--- config.mk ---
export PLATFORM = sky130hd
export DESIGN_NAME = pamr_phy_mode_regs
export DESIGN_NICKNAME = d
export VERILOG_FILES = /design/src/hdl/pamr_pkg.sv /design/src/hdl/pamr_sync3.sv /design/src/hdl/pamr_energy_timer.sv /design/src/hdl/pamr_phy_mode_regs.sv
export SDC_FILE = /design/constraint.sdc
export NUM_CORES = 1
export LEC_CHECK = 0
export BUFFER_PORTS_ARGS = -buffer_cell sky130_fd_sc_hd__buf_2
export CAP_MARGIN = 5
export CORE_MARGIN = 2
export CORE_UTILIZATION = 41
export CTS_CLUSTER_SIZE = 12
export DETAILED_ROUTE_END_ITERATION = 10
export MAX_ROUTING_LAYER = met4
export PLACE_DENSITY = 0.65
export SYNTH_ARGS = -nofsm -noshare
export SYNTH_HDL_FRONTEND = slang
export SYNTH_SLANG_ARGS = --single-unit
--- constraint.sdc ---
create_clock -name i_sys_clk -period 2.5 [get_ports i_sys_clk]
set_clock_uncertainty 0.15 [all_clocks]
set_input_delay 0.5 -clock i_sys_clk [delete_from_list [all_inputs] [get_ports i_sys_clk]]
set_output_delay 0.5 -clock i_sys_clk [all_outputs]
set_load 0.05 [all_outputs]
--- src/hdl/pamr_pkg.sv ---
// Shared constants and types for the PHY mode register bank
package pamr_pkg;
  // Register indices on the management port
  localparam int unsigned IDX_W        = 5;
  localparam int unsigned REG_W        = 16;
  localparam logic [4:0]  IDX_AN_EXP   = 5'h06;
  localparam logic [4:0]  IDX_MODE_CS  = 5'h11;
  localparam logic [4:0]  IDX_SPC_MODE = 5'h12;
  // Field positions
  localparam int unsigned EXP_PDF_BIT  = 4;
  localparam int unsigned EXP_LPNP_BIT = 3;
  localparam int unsigned EXP_LCNP_BIT = 2;
  localparam int unsigned EXP_PGRX_BIT = 1;
  localparam int unsigned EXP_LPAN_BIT = 0;
  localparam int unsigned MCS_EDPD_BIT = 13;
  localparam int unsigned MCS_NRG_BIT  = 1;
  localparam int unsigned MCS_RSV_BIT  = 0;
  localparam int unsigned SM_MODE_LSB  = 5;
  localparam int unsigned SM_MODE_MSB  = 7;
  localparam int unsigned SM_ADDR_MSB  = 4;
  // Reset values
  localparam logic       EDPD_RST      = 1'b0;
  localparam logic       NRG_RST       = 1'b1;
  localparam logic       RSV_RST       = 1'b0;
  localparam logic       LH_RST        = 1'b0;
  localparam logic [2:0] MODE_AN_DEF   = 3'h7;
  localparam logic [4:0] ADDR_SEL0_DEF = 5'h01;
  localparam logic [4:0] ADDR_SEL1_DEF = 5'h02;
  // Timing
  localparam int unsigned CLK_HZ         = 25000000;
  localparam int unsigned MS_TICK_CYCLES = CLK_HZ / 1000;
  localparam int unsigned NRG_TIMEOUT_MS = 256;
  // Operating modes
  typedef enum logic [2:0] {
    MODE_10HD  = 3'b000,
    MODE_10FD  = 3'b001,
    MODE_100HD = 3'b010,
    MODE_100FD = 3'b011,
    MODE_AN_HD = 3'b100,
    MODE_RPTR  = 3'b101,
    MODE_PDOWN = 3'b110,
    MODE_ALL   = 3'b111
  } pamr_mode_type;
  // Latched configuration straps
  typedef struct packed {
    logic autoneg;
    logic speed;
    logic duplex;
    logic addr_sel;
  } pamr_straps_type;
  // Effects of the mode field; basic bits ordered 13,12,10,8, advert 8,7,6,5
  typedef struct packed {
    logic       autoneg_en;
    logic [3:0] basic_val;
    logic [3:0] basic_mask;
    logic [3:0] adv_val;
    logic [3:0] adv_mask;
    logic       crs_tx_rx;
    logic       repeater;
    logic       powerdown;
  } pamr_effect_type;
endpackage : pamr_pkg

--- src/hdl/pamr_sync3.sv ---
// Three-stage synchroniser that passes a change once stages two and three agree
`timescale 1ns/100ps
module pamr_sync3 #(
  parameter int unsigned W = 1
) (
  // Clock
  input  wire logic         i_sys_clk,
  // Asynchronous levels
  input  wire logic [W-1:0] i_async,
  // Filtered levels
  output logic      [W-1:0] o_level
);
  logic [W-1:0] s1_q;
  logic [W-1:0] s2_q;
  logic [W-1:0] s3_q;
  // Per-bit stage chain; only stage two reads stage one
  for (genvar b = 0; b < W; b++) begin : g_bit
    always_ff @(posedge i_sys_clk) begin
      s1_q[b] <= i_async[b];
      s2_q[b] <= s1_q[b];
      s3_q[b] <= s2_q[b];
      if (s2_q[b] == s3_q[b]) begin
        o_level[b] <= s3_q[b];
      end
    end
  end
endmodule : pamr_sync3

--- src/hdl/pamr_energy_timer.sv ---
// Line energy flag with a millisecond tick and a no-energy timeout
`timescale 1ns/100ps
module pamr_energy_timer
  import pamr_pkg::*;
#(
  parameter int unsigned P_TICK_CYCLES = MS_TICK_CYCLES,
  parameter int unsigned P_TIMEOUT_MS  = NRG_TIMEOUT_MS
) (
  // Clock and reset
  input  wire logic i_sys_clk,
  input  wire logic i_rst_n,
  // Synchronised energy detector level
  input  wire logic i_energy_seen,
  // Energy present flag
  output logic      o_energy_present
);
  logic [$clog2(P_TICK_CYCLES)-1:0] div_q;
  logic [$clog2(P_TIMEOUT_MS)-1:0]  ms_q;
  wire                              tick = (div_q == ($bits(div_q))'(P_TICK_CYCLES - 1));
  wire                              expire = tick && (ms_q == ($bits(ms_q))'(P_TIMEOUT_MS - 1));
  // Divider for the 1 ms enable pulse
  always_ff @(posedge i_sys_clk) begin
    if (!i_rst_n || tick) begin
      div_q <= '0;
    end else begin
      div_q <= div_q + 1'b1;
    end
  end
  // Hardware reset sets the flag; only chip reset reaches here
  always_ff @(posedge i_sys_clk) begin
    if (!i_rst_n) begin
      o_energy_present <= NRG_RST;
      ms_q             <= '0;
    end else if (i_energy_seen) begin
      o_energy_present <= 1'b1;
      ms_q             <= '0;
    end else if (expire) begin
      o_energy_present <= 1'b0;
    end else if (tick && o_energy_present) begin
      ms_q <= ms_q + 1'b1;
    end
  end
endmodule : pamr_energy_timer

--- src/hdl/pamr_phy_mode_regs.sv ---
// PHY expansion, mode control/status and special-modes registers of one port
// What this block does
// - Fault bit latches on parallel-detect fault
// - Bit 3 shows partner next-page ability
// - Bit 2 shows local next-page ability
// - Bit 1 latches on new page received
// - Bit 0 partner negotiation able; 15:5 zero
// - Bit 13 enables energy-detect power-down
// - Energy flag clears after 256 ms silence
// - Energy flag survives soft reset, hardware sets
// - Loader rewrites special modes after reset, reload
// - Bits 7:5 hold writable mode select
// - Bits 4:0 management address, scrambler seed
// - Phy-only bits reset on qualified PHY reset
// - Negotiation strap set gives mode 111
// - Otherwise mode is 0, speed, duplex straps
// - Straps sampled as chip reset releases
// - Address default follows address-select strap
// - Codes 000-011 force speed and duplex
// - Code 100 advertises 100 half only
// - Code 101 is repeater, receive-only carrier
// - Code 110 powers down, touches nothing
// - Code 111 advertises every capability
`timescale 1ns/100ps
module pamr_phy_mode_regs
  import pamr_pkg::*;
#(
  parameter logic        P_LOCAL_NP_ABLE = 1'b0,
  parameter int unsigned P_TICK_CYCLES   = MS_TICK_CYCLES,
  parameter int unsigned P_TIMEOUT_MS    = NRG_TIMEOUT_MS
) (
  // Clock and chip reset
  input  wire logic                 i_sys_clk,
  input  wire logic                 i_rst_n,
  // Management register port
  input  wire logic [IDX_W-1:0]     i_reg_idx,
  input  wire logic                 i_reg_wr,
  input  wire logic                 i_reg_rd,
  input  wire logic [REG_W-1:0]     i_reg_wdata,
  output logic      [REG_W-1:0]     o_reg_rdata,
  output logic                      o_reg_rvalid,
  // Configuration loader
  input  wire logic                 i_loader_wr,
  input  wire logic [REG_W-1:0]     i_loader_data,
  // PHY resets
  input  wire logic                 i_chip_phy_rst,
  input  wire logic                 i_basic_rst_bit,
  // Negotiation status from the PHY core
  input  wire logic                 i_par_det_fault,
  input  wire logic                 i_page_rx,
  input  wire logic                 i_lp_np_able,
  input  wire logic                 i_lp_an_able,
  // Pins: straps and energy detector
  input  wire logic                 i_autoneg_strap,
  input  wire logic                 i_speed_strap,
  input  wire logic                 i_duplex_strap,
  input  wire logic                 i_addr_sel_strap,
  input  wire logic                 i_line_energy,
  // Mode effects and control
  output logic      [4:0]           o_mgmt_address,
  output logic                      o_edpd_en,
  output logic                      o_line_energy_present,
  output pamr_effect_type           o_effect
);

  // Register state
  logic            rst_done_q;
  pamr_straps_type straps_q;
  logic            pd_fault_q;
  logic            page_rx_q;
  logic            edpd_q;
  logic            rsv0_q;
  logic [2:0]      mode_q;
  logic [4:0]      addr_q;
  logic            energy_present;

  // Synchronised pins
  logic [4:0]      pin_sync;
  pamr_straps_type straps_now;
  logic            energy_seen;

  pamr_sync3 #(
    .W (5)
  ) u_pin_sync (
    .i_sys_clk (i_sys_clk),
    .i_async   ({i_autoneg_strap, i_speed_strap, i_duplex_strap, i_addr_sel_strap, i_line_energy}),
    .o_level   (pin_sync)
  );

  assign straps_now  = pamr_straps_type'(pin_sync[4:1]);
  assign energy_seen = pin_sync[0];

  // Energy flag and its timeout
  pamr_energy_timer #(
    .P_TICK_CYCLES (P_TICK_CYCLES),
    .P_TIMEOUT_MS  (P_TIMEOUT_MS)
  ) u_energy (
    .i_sys_clk        (i_sys_clk),
    .i_rst_n          (i_rst_n),
    .i_energy_seen    (energy_seen),
    .o_energy_present (energy_present)
  );

  // Access decode
  wire sel_exp   = (i_reg_idx == IDX_AN_EXP);
  wire sel_mcs   = (i_reg_idx == IDX_MODE_CS);
  wire sel_spc   = (i_reg_idx == IDX_SPC_MODE);
  wire exp_rd    = rst_done_q && i_reg_rd && sel_exp;
  wire host_ok   = rst_done_q && i_reg_wr;
  wire mcs_wr    = host_ok && sel_mcs;
  wire spc_wr    = host_ok && sel_spc;
  wire soft_rst  = rst_done_q && i_chip_phy_rst;
  wire phy_reset_only_bits_rst  = soft_rst && i_basic_rst_bit;
  wire first_cyc = i_rst_n && !rst_done_q;

  // Defaults from the straps, live or latched
  wire [2:0] mode_def_now  = straps_now.autoneg ? MODE_AN_DEF
                                                : {1'b0, straps_now.speed, straps_now.duplex};
  wire [2:0] mode_def_held = straps_q.autoneg ? MODE_AN_DEF
                                              : {1'b0, straps_q.speed, straps_q.duplex};
  wire [4:0] addr_def_now  = straps_now.addr_sel ? ADDR_SEL1_DEF : ADDR_SEL0_DEF;

  // Read view of each register
  logic [REG_W-1:0] exp_view;
  logic [REG_W-1:0] mcs_view;
  logic [REG_W-1:0] spc_view;
  always_comb begin
    exp_view               = '0;
    exp_view[EXP_PDF_BIT]  = pd_fault_q;
    exp_view[EXP_LPNP_BIT] = i_lp_np_able;
    exp_view[EXP_LCNP_BIT] = P_LOCAL_NP_ABLE;
    exp_view[EXP_PGRX_BIT] = page_rx_q;
    exp_view[EXP_LPAN_BIT] = i_lp_an_able;
  end
  always_comb begin
    mcs_view               = '0;
    mcs_view[MCS_EDPD_BIT] = edpd_q;
    mcs_view[MCS_NRG_BIT]  = energy_present;
    mcs_view[MCS_RSV_BIT]  = rsv0_q;
  end
  always_comb begin
    spc_view                           = '0;
    spc_view[SM_MODE_MSB:SM_MODE_LSB]  = mode_q;
    spc_view[SM_ADDR_MSB:0]            = addr_q;
  end
  wire [REG_W-1:0] rd_mux = sel_exp ? exp_view :
                            sel_mcs ? mcs_view :
                            sel_spc ? spc_view : '0;

  // Strap capture on the first cycle after chip reset
  always_ff @(posedge i_sys_clk) begin
    if (!i_rst_n) begin
      rst_done_q <= 1'b0;
    end else if (first_cyc) begin
      rst_done_q <= 1'b1;
      straps_q   <= straps_now;
    end
  end

  // Latching-high bits; a new event wins over the read clear
  always_ff @(posedge i_sys_clk) begin
    if (!i_rst_n || soft_rst) begin
      pd_fault_q <= LH_RST;
      page_rx_q  <= LH_RST;
    end else begin
      pd_fault_q <= i_par_det_fault || (pd_fault_q && !exp_rd);
      page_rx_q  <= i_page_rx || (page_rx_q && !exp_rd);
    end
  end

  // Mode control bits; energy flag is outside soft reset
  always_ff @(posedge i_sys_clk) begin
    if (!i_rst_n || soft_rst) begin
      edpd_q <= EDPD_RST;
      rsv0_q <= RSV_RST;
    end else if (mcs_wr) begin
      edpd_q <= i_reg_wdata[MCS_EDPD_BIT];
      rsv0_q <= i_reg_wdata[MCS_RSV_BIT];
    end
  end

  // Special modes: strap defaults first, then loader, then phy-only reset, then host
  always_ff @(posedge i_sys_clk) begin
    if (!i_rst_n) begin
      mode_q <= MODE_AN_DEF;
      addr_q <= ADDR_SEL0_DEF;
    end else if (first_cyc) begin
      mode_q <= mode_def_now;
      addr_q <= addr_def_now;
    end else if (i_loader_wr) begin
      mode_q <= i_loader_data[SM_MODE_MSB:SM_MODE_LSB];
      addr_q <= i_loader_data[SM_ADDR_MSB:0];
    end else if (phy_reset_only_bits_rst) begin
      mode_q <= mode_def_held;
    end else if (spc_wr) begin
      mode_q <= i_reg_wdata[SM_MODE_MSB:SM_MODE_LSB];
      addr_q <= i_reg_wdata[SM_ADDR_MSB:0];
    end
  end

  // Effect decode of the mode field
  pamr_effect_type eff;
  always_comb begin
    eff = '0;
    case (pamr_mode_type'(mode_q))
      MODE_10HD: begin
        eff.basic_val  = 4'h0;
        eff.basic_mask = 4'hF;
        eff.crs_tx_rx  = 1'b1;
      end
      MODE_10FD: begin
        eff.basic_val  = 4'h1;
        eff.basic_mask = 4'hF;
      end
      MODE_100HD: begin
        eff.basic_val  = 4'h8;
        eff.basic_mask = 4'hF;
        eff.crs_tx_rx  = 1'b1;
      end
      MODE_100FD: begin
        eff.basic_val  = 4'h9;
        eff.basic_mask = 4'hF;
      end
      MODE_AN_HD: begin
        eff.autoneg_en = 1'b1;
        eff.basic_val  = 4'hC;
        eff.basic_mask = 4'hF;
        eff.adv_val    = 4'h4;
        eff.adv_mask   = 4'hF;
        eff.crs_tx_rx  = 1'b1;
      end
      MODE_RPTR: begin
        eff.autoneg_en = 1'b1;
        eff.basic_val  = 4'hC;
        eff.basic_mask = 4'hF;
        eff.adv_val    = 4'h4;
        eff.adv_mask   = 4'hF;
        eff.repeater   = 1'b1;
      end
      MODE_PDOWN: begin
        eff.powerdown = 1'b1;
      end
      MODE_ALL: begin
        eff.autoneg_en = 1'b1;
        eff.basic_val  = 4'h4;
        eff.basic_mask = 4'h6;
        eff.adv_val    = 4'hF;
        eff.adv_mask   = 4'hF;
        eff.crs_tx_rx  = 1'b1;
      end
      default: begin
        eff = '0;
      end
    endcase
  end

  // Registered outputs
  always_ff @(posedge i_sys_clk) begin
    if (!i_rst_n) begin
      o_reg_rdata           <= '0;
      o_reg_rvalid          <= 1'b0;
      o_mgmt_address        <= ADDR_SEL0_DEF;
      o_edpd_en             <= EDPD_RST;
      o_line_energy_present <= NRG_RST;
      o_effect              <= '0;
    end else begin
      o_reg_rvalid          <= rst_done_q && i_reg_rd;
      if (rst_done_q && i_reg_rd) begin
        o_reg_rdata <= rd_mux;
      end
      o_mgmt_address        <= addr_q;
      o_edpd_en             <= edpd_q;
      o_line_energy_present <= energy_present;
      o_effect              <= eff;
    end
  end
endmodule : pamr_phy_mode_regs

== Word level (Yosys, flattened, before mapping) ==
Index checks and enable logic that the tools add are counted.
Cells by class
  add/sub/neg operators: 2
  multipliers: 0
  divide/modulo/power cells: 0
  order comparisons: 0
  equal/unequal tests: 18
  shift-type cells: 0
  mux-type cells: 20
  bitwise operators: 2
  reduce and logical (&&, ||, !) cells: 29
Operators by type and width (count)
  $pmux 8 s6: 1
  $mux 14: 2
  $mux 5: 4
  $mux 3: 6
  $pmux 8 s2: 1
  $add 15x1->15 const B: 1
  $eq 15x15->1 const B: 1
  $eq 3x3->1 const B: 4
  $logic_and 1x1->1: 12
  $eq 5x5->1 const B: 2
  $add 8x1->8 const B: 1
  $eq 8x8->1 const B: 1
  $mux 8: 1
  $eq 3x2->1 const B: 2
  $reduce_and 2->1: 3
  $eq 1x1->1: 5
  $eq 5x3->1 const B: 1
  $logic_or 1x1->1: 4
  $mux 1: 4
  $reduce_bool 4->1: 1
  $reduce_or 2->1: 2
  $reduce_or 4->1: 1
  $eq 3x1->1 const B: 1
  $logic_not 1->1: 3
  other kinds (6): 7
Word-level totals
  register bits after elaboration: 104
  bits in latches: 0
  RAM bits: 0
  bits in read-only memories: 0
  logic and storage cells: 117
  memories: 0

== Logic depth before layout (Yosys ltp) ==
Gate-level depths: netlist of the first run.
  depth after elaboration: 6
  depth in mapped cells: 7
  mapped depth without buffers: 5

== Cells and area by module ==
A second synthesis of the first run with hierarchy kept.
Second synthesis, totals
  cells, all modules: 351
  area total of the unflattened synthesis: 3468.3 um^2
Modules (own cells, without submodules)
  pamr_phy_mode_regs: times used 1, cells each 201, area an instance 1884.3 um^2
  pamr_energy_timer: times used 1, cells each 125, area an instance 1089.8 um^2
  pamr_sync3: times used 1, cells each 25, area an instance 494.2 um^2

== Least setup slack after synthesis of the first run ==
Ideal clock, no wire load.
  kind: in2reg
  start point: input i_reg_idx[3]
  end point: register addr_q[0]
  setup time: 0.121 ns
  arrival time: 1.831 ns
  slack: 0.398 ns
  stages on the path: 4
  path buffers: 0
  path through: or3b_4 -> or3_4 -> o21ai_4 -> mux2_2
Between the ends
  cells in the longest elaborated chain, start to end: 4
RTL lines
  from (decl): line pamr_phy_mode_regs.sv:36  | input wire logic [IDX_W-1:0] i_reg_idx,
  $eq 5x5->1: line pamr_phy_mode_regs.sv:107  | wire sel_spc = (i_reg_idx == IDX_SPC_MODE);
  $logic_and 1x1->1: line pamr_phy_mode_regs.sv:111  | wire spc_wr = host_ok && sel_spc;
  $reduce_bool 3->1 (no line)
  $reduce_and 2->1 (no line)
  to (signal assigned): line pamr_phy_mode_regs.sv:189  | addr_q <= addr_def_now;
  to (signal assigned): line pamr_phy_mode_regs.sv:192  | addr_q <= i_loader_data[SM_ADDR_MSB:0];
  to (signal assigned): line pamr_phy_mode_regs.sv:197  | addr_q <= i_reg_wdata[SM_ADDR_MSB:0];
  to (decl): line pamr_phy_mode_regs.sv:74  | logic [4:0] addr_q;
No other way between the ends.
A chain may end at the register's enable or synchronous reset.

== Final worst setup path of the first run ==
  start point: register u_energy.div_q[0]
  end point: register u_energy.ms_q[3]
Between the ends
  cells in the longest elaborated chain, start to end: 4
  elaborated cells on any way between the ends: 5
  classes of those cells: eq/ne: 1; bitwise: 1; reduce/logical: 3
RTL lines
  from (decl): line pamr_energy_timer.sv:17  | logic [$clog2(P_TICK_CYCLES)-1:0] div_q;
  from (signal assigned): line pamr_energy_timer.sv:26  | div_q <= div_q + 1'b1;
  $eq 15x15->1 (*): line pamr_energy_timer.sv:19  | wire tick = (div_q == ($bits(div_q))'(P_TICK_CYCLES - 1));
  $logic_and 1x1->1: line pamr_energy_timer.sv:20  | wire expire = tick && (ms_q == ($bits(ms_q))'(P_TIMEOUT_MS - 1));
  $not 1->1 (no line)
  $reduce_and 2->1 (no line) (*)
  to (signal assigned): line pamr_energy_timer.sv:40  | ms_q <= ms_q + 1'b1;
  to (decl): line pamr_energy_timer.sv:18  | logic [$clog2(P_TIMEOUT_MS)-1:0] ms_q;
Mark *: on every way between the ends. The rest lies on a longest branch, timed or not.

==> results.json, run 1 <==
{
  "peakVddDrop_uv": 358,
  "antenna_found_initial": 0,
  "route.detailed.wl_per_inst_um": 12.7,
  "synth_top_cell_by_area": "dfxtp_1",
  "start_util_pct": 42.5,
  "crit_buf_inv": 1,
  "yosys_warnings": 0,
  "p_sw_mw": 0.817,
  "dieArea_um2": 9330,
  "synth_area_leaders": "dfxtp_1 46%, edfxtp_1 6.8%, buf_4 3.4%",
  "drt_iter0_drc": 127,
  "crit_chain": "ha_1 -> and2_1 -> nand4_2 -> buf_4 -> or3_1 -> a21oi_1",
  "hp-class": "in2reg",
  "insertion_delay_ps": 350,
  "port_buffers": 73,
  "p_int_mw": 2.06,
  "final_max_slew_viol_count": 0,
  "powerDensity_nw_per_um2": 701,
  "antenna_cells": 0,
  "cts.path.max_buffers": 2,
  "start_kind": "flip-flop",
  "fin_tns_setup_ps": 0,
  "num_rows": 33,
  "drive_above_1_share_pct": 25.6,
  "die_x_um": 96.6,
  "slowest_stage": "dfxtp_1",
  "cts_setup_buffers": 0,
  "wl_um": 6800,
  "ctsHoldBuffers": 0,
  "core_um2": 8260,
  "clock_sinks": 88,
  "placed_area_um2": 3900,
  "sequentialPowerShare_pct": 53.0,
  "vias": 2657,
  "cp_max_fo": 11,
  "critPathKind": "reg2reg",
  "syn_inst": 359,
  "final_cell_mix": "80 x dfxtp_1, 73 x buf_2, 31 x nor2_1",
  "maxCapViolCount": 0,
  "cp_top_family": "simple AND/OR/NAND/NOR gates",
  "h-tree-depth": 3,
  "place_congestion": 0.851,
  "p_comb_share_pct": 12.9,
  "die_h_um": 96.6,
  "nets": 479,
  "grt_pass1_vias": 2564,
  "fillers": 835,
  "cts_tree": "yes",
  "root_buffer": "clkbuf_8",
  "clock.fmax_mhz": 476,
  "cp.arrival_ps": 2220,
  "period_minus_slack_ps": 2100,
  "setup_violations": 0,
  "finalHoldViolCount": 0,
  "fin_crit_sh_pct": 84.0,
  "fin_area_um2": 4110,
  "p_leak_nw": 1.72,
  "status": "finished, final reports clean",
  "synth_edf_count": 8,
  "endpoint_kind": "flip-flop",
  "postRouteAntennaNets": 0,
  "final_cells": 534,
  "netSwitchingFraction_pct": 28.4,
  "grt_remaining_overflow": 0,
  "numCtsBuffers": 9,
  "synth_seq_cells": 88,
  "drt-vias-per-instance": 4.98,
  "layout_commonest_cell": "dfxtp_1",
  "post_synth.cell_area_avg_um2": 9.79,
  "remaining_drc_errors": 0,
  "critPathMaxStageDelay_ps": 360,
  "clk_pin_slew_worst_paths_ps": 90,
  "post_cts_resized": 0,
  "seqCellArea_um2": 1840,
  "synth_top_cell_area_share_pct": 45.6,
  "ys_types": 47,
  "area_delta_synth_final_pct": 16.8,
  "async_flop_share_pct": 0,
  "pwr-share-clk_pct": 34.1,
  "grt_pass1_wl_um": 11500,
  "dr.pass1.iters": 4,
  "grt_max_degree": 38,
  "syn-cell-area_um2": 3510,
  "ys.flop_type": "dfxtp_1",
  "dp_cells": 518,
  "hpwl_um": 5000,
  "multi_input_area_um2": 1480,
  "grt_usage_pct": 16.4,
  "synth-seq-area-share_pct": 52.4,
  "ios": 97,
  "grt_setup_unrepaired": "no",
  "cp.required_ps": 2620
}
==> worst reg2reg max path: cells and delay by family, from the launching register on <==
family,cells,cell delay [ps]
flops,1,360
buf+inv,1,260
compound gates,1,150
fa+ha+maj,1,180
simple gates,3,920
==> cells in the mapped netlist (2+ instances only) <==
cell type / instances
dfxtp_1: 80
nor2_1: 31
nand2_1: 28
a21oi_1: 20
o21ai_0: 17
buf_4: 16
clkbuf_1: 16
and2_1: 11
nand3_1: 11
xnor2_1: 11
mux2i_1: 10
inv_1: 9
edfxtp_1: 8
xor2_1: 8
nor3_1: 7
mux2_2: 6
nand4_1: 6
or3_1: 6
a21boi_0: 5
and3_1: 5
o31ai_1: 4
nand2b_1: 3
nor4b_1: 3
o211ai_1: 3
or4_1: 3
a2111oi_0: 2
a211oi_1: 2
a221oi_1: 2
a22oi_1: 2
a31oi_1: 2
and4_1: 2
and4bb_2: 2
ha_1: 2
nor2b_1: 2
o2111ai_1: 2
==> cell type report <==
class                           count  share of cell area [%]
Clock inverter                      7                    1.89
Multi-Input combinational cell    236                    36.0
Clock buffer                        9                    3.02
Tap cell                          105                    3.20
Sequential cell                    88                    44.9
Inverter                            9                   0.823
Timing Repair Buffer               80                    10.2
==> through the flow <==
| step | util [%] | setup slack (ps) | total power [mW] | hold slack (ps) |
|---|---|---|---|---|
| floorplan | - | 398 | 1.86 | 160 |
| global placement | 47.3 | 206 | 1.93 | 161 |
| detailed placement | 47.3 | 180 | 1.93 | 162 |
| CTS | 49.7 | 412 | 2.91 | 71.8 |
| global route | 49.7 | 206 | 3.01 | 64.0 |
| finish | 49.7 | 400 | 2.88 | 87.2 |
==> cells by family (layout without fill, tap and decap cells) <==
family	Yosys count	count (layout)	share of synthesized area, %
buf+inv	42	105	6.23
flops	88	88	52.4
xor+xnor	19	19	4.74
compound gates	62	62	11.0
simple gates	129	129	20.0
fa+ha+maj	2	2	0.712
other cells	1	8	0.107
mux	16	16	4.77
==> path summary, 6_finish.rpt <==
kind	startpoint	to	slack [ps]	depth (start not counted)
setup / recovery	u_energy.div_q[0]$_SDFF_PP0_	u_energy.ms_q[3]$_SDFFE_PP0P_	400	6
hold / removal	i_autoneg_strap	u_pin_sync.s1_q[4]$_DFF_P_	90	1
setup reg to reg	u_energy.div_q[0]$_SDFF_PP0_	u_energy.ms_q[3]$_SDFFE_PP0P_	400	6
hold reg to reg	u_pin_sync.s1_q[3]$_DFF_P_	u_pin_sync.s2_q[3]$_DFF_P_	170	0
==> registers in the layout, indices dropped and copies added (netlist names), 3 cells and up <==
register,cells
u_energy.div_q,15
o_effect,11
o_reg_rdata,9
u_energy.ms_q,8
addr_q,5
o_mgmt_address,5
u_pin_sync.o_level,5
u_pin_sync.s1_q,5
u_pin_sync.s2_q,5
u_pin_sync.s3_q,5
mode_q,3
straps_q,3
==> per-layer routing <==
layer / wire length (um) / GRT usage [%] / vias up
li1: - / - / 1361
met1: 3240 / 20.2 / 1219
met2: 3140 / 26.2 / 68
met3: 338 / 3.96 / 9
met4: 82 / 5.87 / 0
met5: 0 / - / -
==> power groups by stage <==
stage	logic [mW]	registers, mW	clock network [mW]
finish	0.372	1.52	0.982
global route	0.405	1.53	1.07
CTS	0.375	1.53	1.01
detailed placement	0.374	1.56	0
global placement	0.370	1.56	0
floorplan	0.225	1.63	0
Power figures use the tool's default switching activity.
==> inputs of run 2 (changes only) <==
==> constraint.sdc (replaced) <==
create_clock -name i_sys_clk -period 2.2 [get_ports i_sys_clk]
set_clock_uncertainty 0.15 [all_clocks]
set_input_delay 0.44 -clock i_sys_clk [delete_from_list [all_inputs] [get_ports i_sys_clk]]
set_output_delay 0.44 -clock i_sys_clk [all_outputs]
set_load 0.05 [all_outputs]
==> results.json, run 2 (synthesis gave the netlist of run 1 again) <==
{
  "status": "finished, final reports clean",
  "drt_iter0_drc": 93,
  "dieArea_um2": 9330,
  "cp_max_fo": 9,
  "min_from": "i_autoneg_strap",
  "cp.required_ps": 2290,
  "grt_use_met3_pct": 3.96,
  "core_um2": 8260,
  "setup_violations": 0,
  "clock.fmax_mhz": 543,
  "grt_usage_pct": 16.5,
  "endpoint_kind": "flip-flop",
  "wl_um": 6920,
  "cts.path.max_buffers": 2,
  "r2r_end": "addr_q[3]$_SDFFE_PN0P_",
  "globalRouteMet1Util_pct": 20.2,
  "busiest_layer": "met2",
  "largest_reg_flops": 15,
  "placed_area_um2": 3950,
  "period_minus_slack_ps": 1840,
  "final_util_pct": 50.3,
  "drive_above_1_share_pct": 26.7,
  "route.detailed.wl_per_inst_um": 12.8,
  "hpwl_um": 4990,
  "hold_end": "u_pin_sync.s1_q[4]$_DFF_P_",
  "remaining_drc_errors": 0,
  "met2_usage_pct": 26.4,
  "r2r_setup_slack_ps": 360,
  "num_rows": 33,
  "fin_crit_sh_pct": 83.8,
  "hp-class": "in2reg",
  "final_cells": 540,
  "grt_pass1_wl_um": 11600,
  "start_util_pct": 42.5,
  "grt_pass1_vias": 2562,
  "fin_area_um2": 4150,
  "dp_cells": 524,
  "drt-vias-per-instance": 4.99,
  "maxSlewHeadroom_pct": 67.2,
  "hold_path_depth": 1,
  "finalHoldViolCount": 0,
  "post_cts_resized": 0,
  "numCtsBuffers": 9,
  "dr.pass1.iters": 4,
  "place_congestion": 0.855,
  "final_max_slew_viol_count": 0,
  "cp.arrival_ps": 1930,
  "critPathKind": "reg2reg",
  "grt_remaining_overflow": 0,
  "holdWs_ps": 28.7,
  "max_flop_register": "u_energy.div_q",
  "reg2reg_from": "rst_done_q$_SDFFE_PN0P_",
  "worst_pin_slew_ps": 479,
  "antenna_cells": 0,
  "ctsHoldBuffers": 0,
  "port_buffers": 73,
  "insertion_delay_ps": 350,
  "reg2regPathDepth": 4,
  "cts_tree": "yes",
  "powerDensity_nw_per_um2": 790,
  "h-tree-depth": 3,
  "clock_sinks": 88,
  "cts_setup_buffers": 0,
  "layout_commonest_cell": "dfxtp_1",
  "postRouteAntennaNets": 0,
  "vias": 2696,
  "die_x_um": 96.6,
  "antenna_found_initial": 0,
  "peakVddDrop_uv": 471,
  "nets": 485,
  "fin_tns_setup_ps": 0,
  "grt_setup_unrepaired": "no",
  "largestRegisters": "u_energy.div_q: 15 flops, o_effect: 11 flops, o_reg_rdata: 9 flops",
  "root_buffer": "clkbuf_8",
  "maxCapViolCount": 0,
  "start_kind": "flip-flop",
  "clk_pin_slew_worst_paths_ps": 100,
  "final_cell_mix": "80 x dfxtp_1, 73 x buf_2, 31 x nor2_1",
  "die_h_um": 96.6,
  "ios": 97,
  "grt_max_degree": 38,
  "p_leak_nw": 1.76,
  "area_delta_synth_final_pct": 18.2
}
-- run 2: metal layers --
metal	vias to the layer above	wire, um
met5	-	0
met4	0	133
met3	12	363
met2	85	3100
met1	1226	3330
li1	1373	-
-- run 2: worst max-delay path by stage --
stage                                            start                             to  slack (ps)  cells past startpoint
final                          rst_done_q$_SDFFE_PN0P_         addr_q[3]$_SDFFE_PN0P_         360                      4
after global routing      u_energy.div_q[4]$_SDFF_PP0_  u_energy.ms_q[3]$_SDFFE_PP0P_         220                      5
after CTS                      rst_done_q$_SDFFE_PN0P_         addr_q[3]$_SDFFE_PN0P_         340                      4
after detailed placement                  i_reg_idx[3]         addr_q[3]$_SDFFE_PN0P_           9                      5
after global placement                    i_reg_idx[3]         addr_q[2]$_SDFFE_PN0P_          20                      5
after floorplan                           i_reg_idx[3]         addr_q[0]$_SDFFE_PN1P_         160                      4
-- run 2: critical path: stages (launching register included) --
cell and delay [ps]:
dfxtp_1 480, nand2_1 150, or3_4 370, o21ai_4 220, mux2_2 360
-- run 2: layout make-up --
type	instances	area (um^2)
Timing Repair Buffer	86	463
Multi-Input combinational cell	236	1480
Tap cell	105	131
Clock buffer	9	124
Sequential cell	88	1840
Clock inverter	7	78.8
Inverter	9	33.8
Fill cell	818	4110
-- run 2: through the flow --
stage	power [mW]	worst slack, ps
after floorplan	2.11	158
after global placement	2.19	23.3
after detailed placement	2.20	8.95
after CTS	3.32	338
after global routing	3.43	224
final	3.28	357
-- run 2: power breakdown --
| group | switching, mW | leakage, nW | internal [mW] |
|---|---|---|---|
| combinational | 0.304 | 0.924 | 0.123 |
| clock | 0.583 | 0.104 | 0.537 |
| sequential | 0.0412 | 0.734 | 1.69 |
| total | 0.928 | 1.76 | 2.35 |
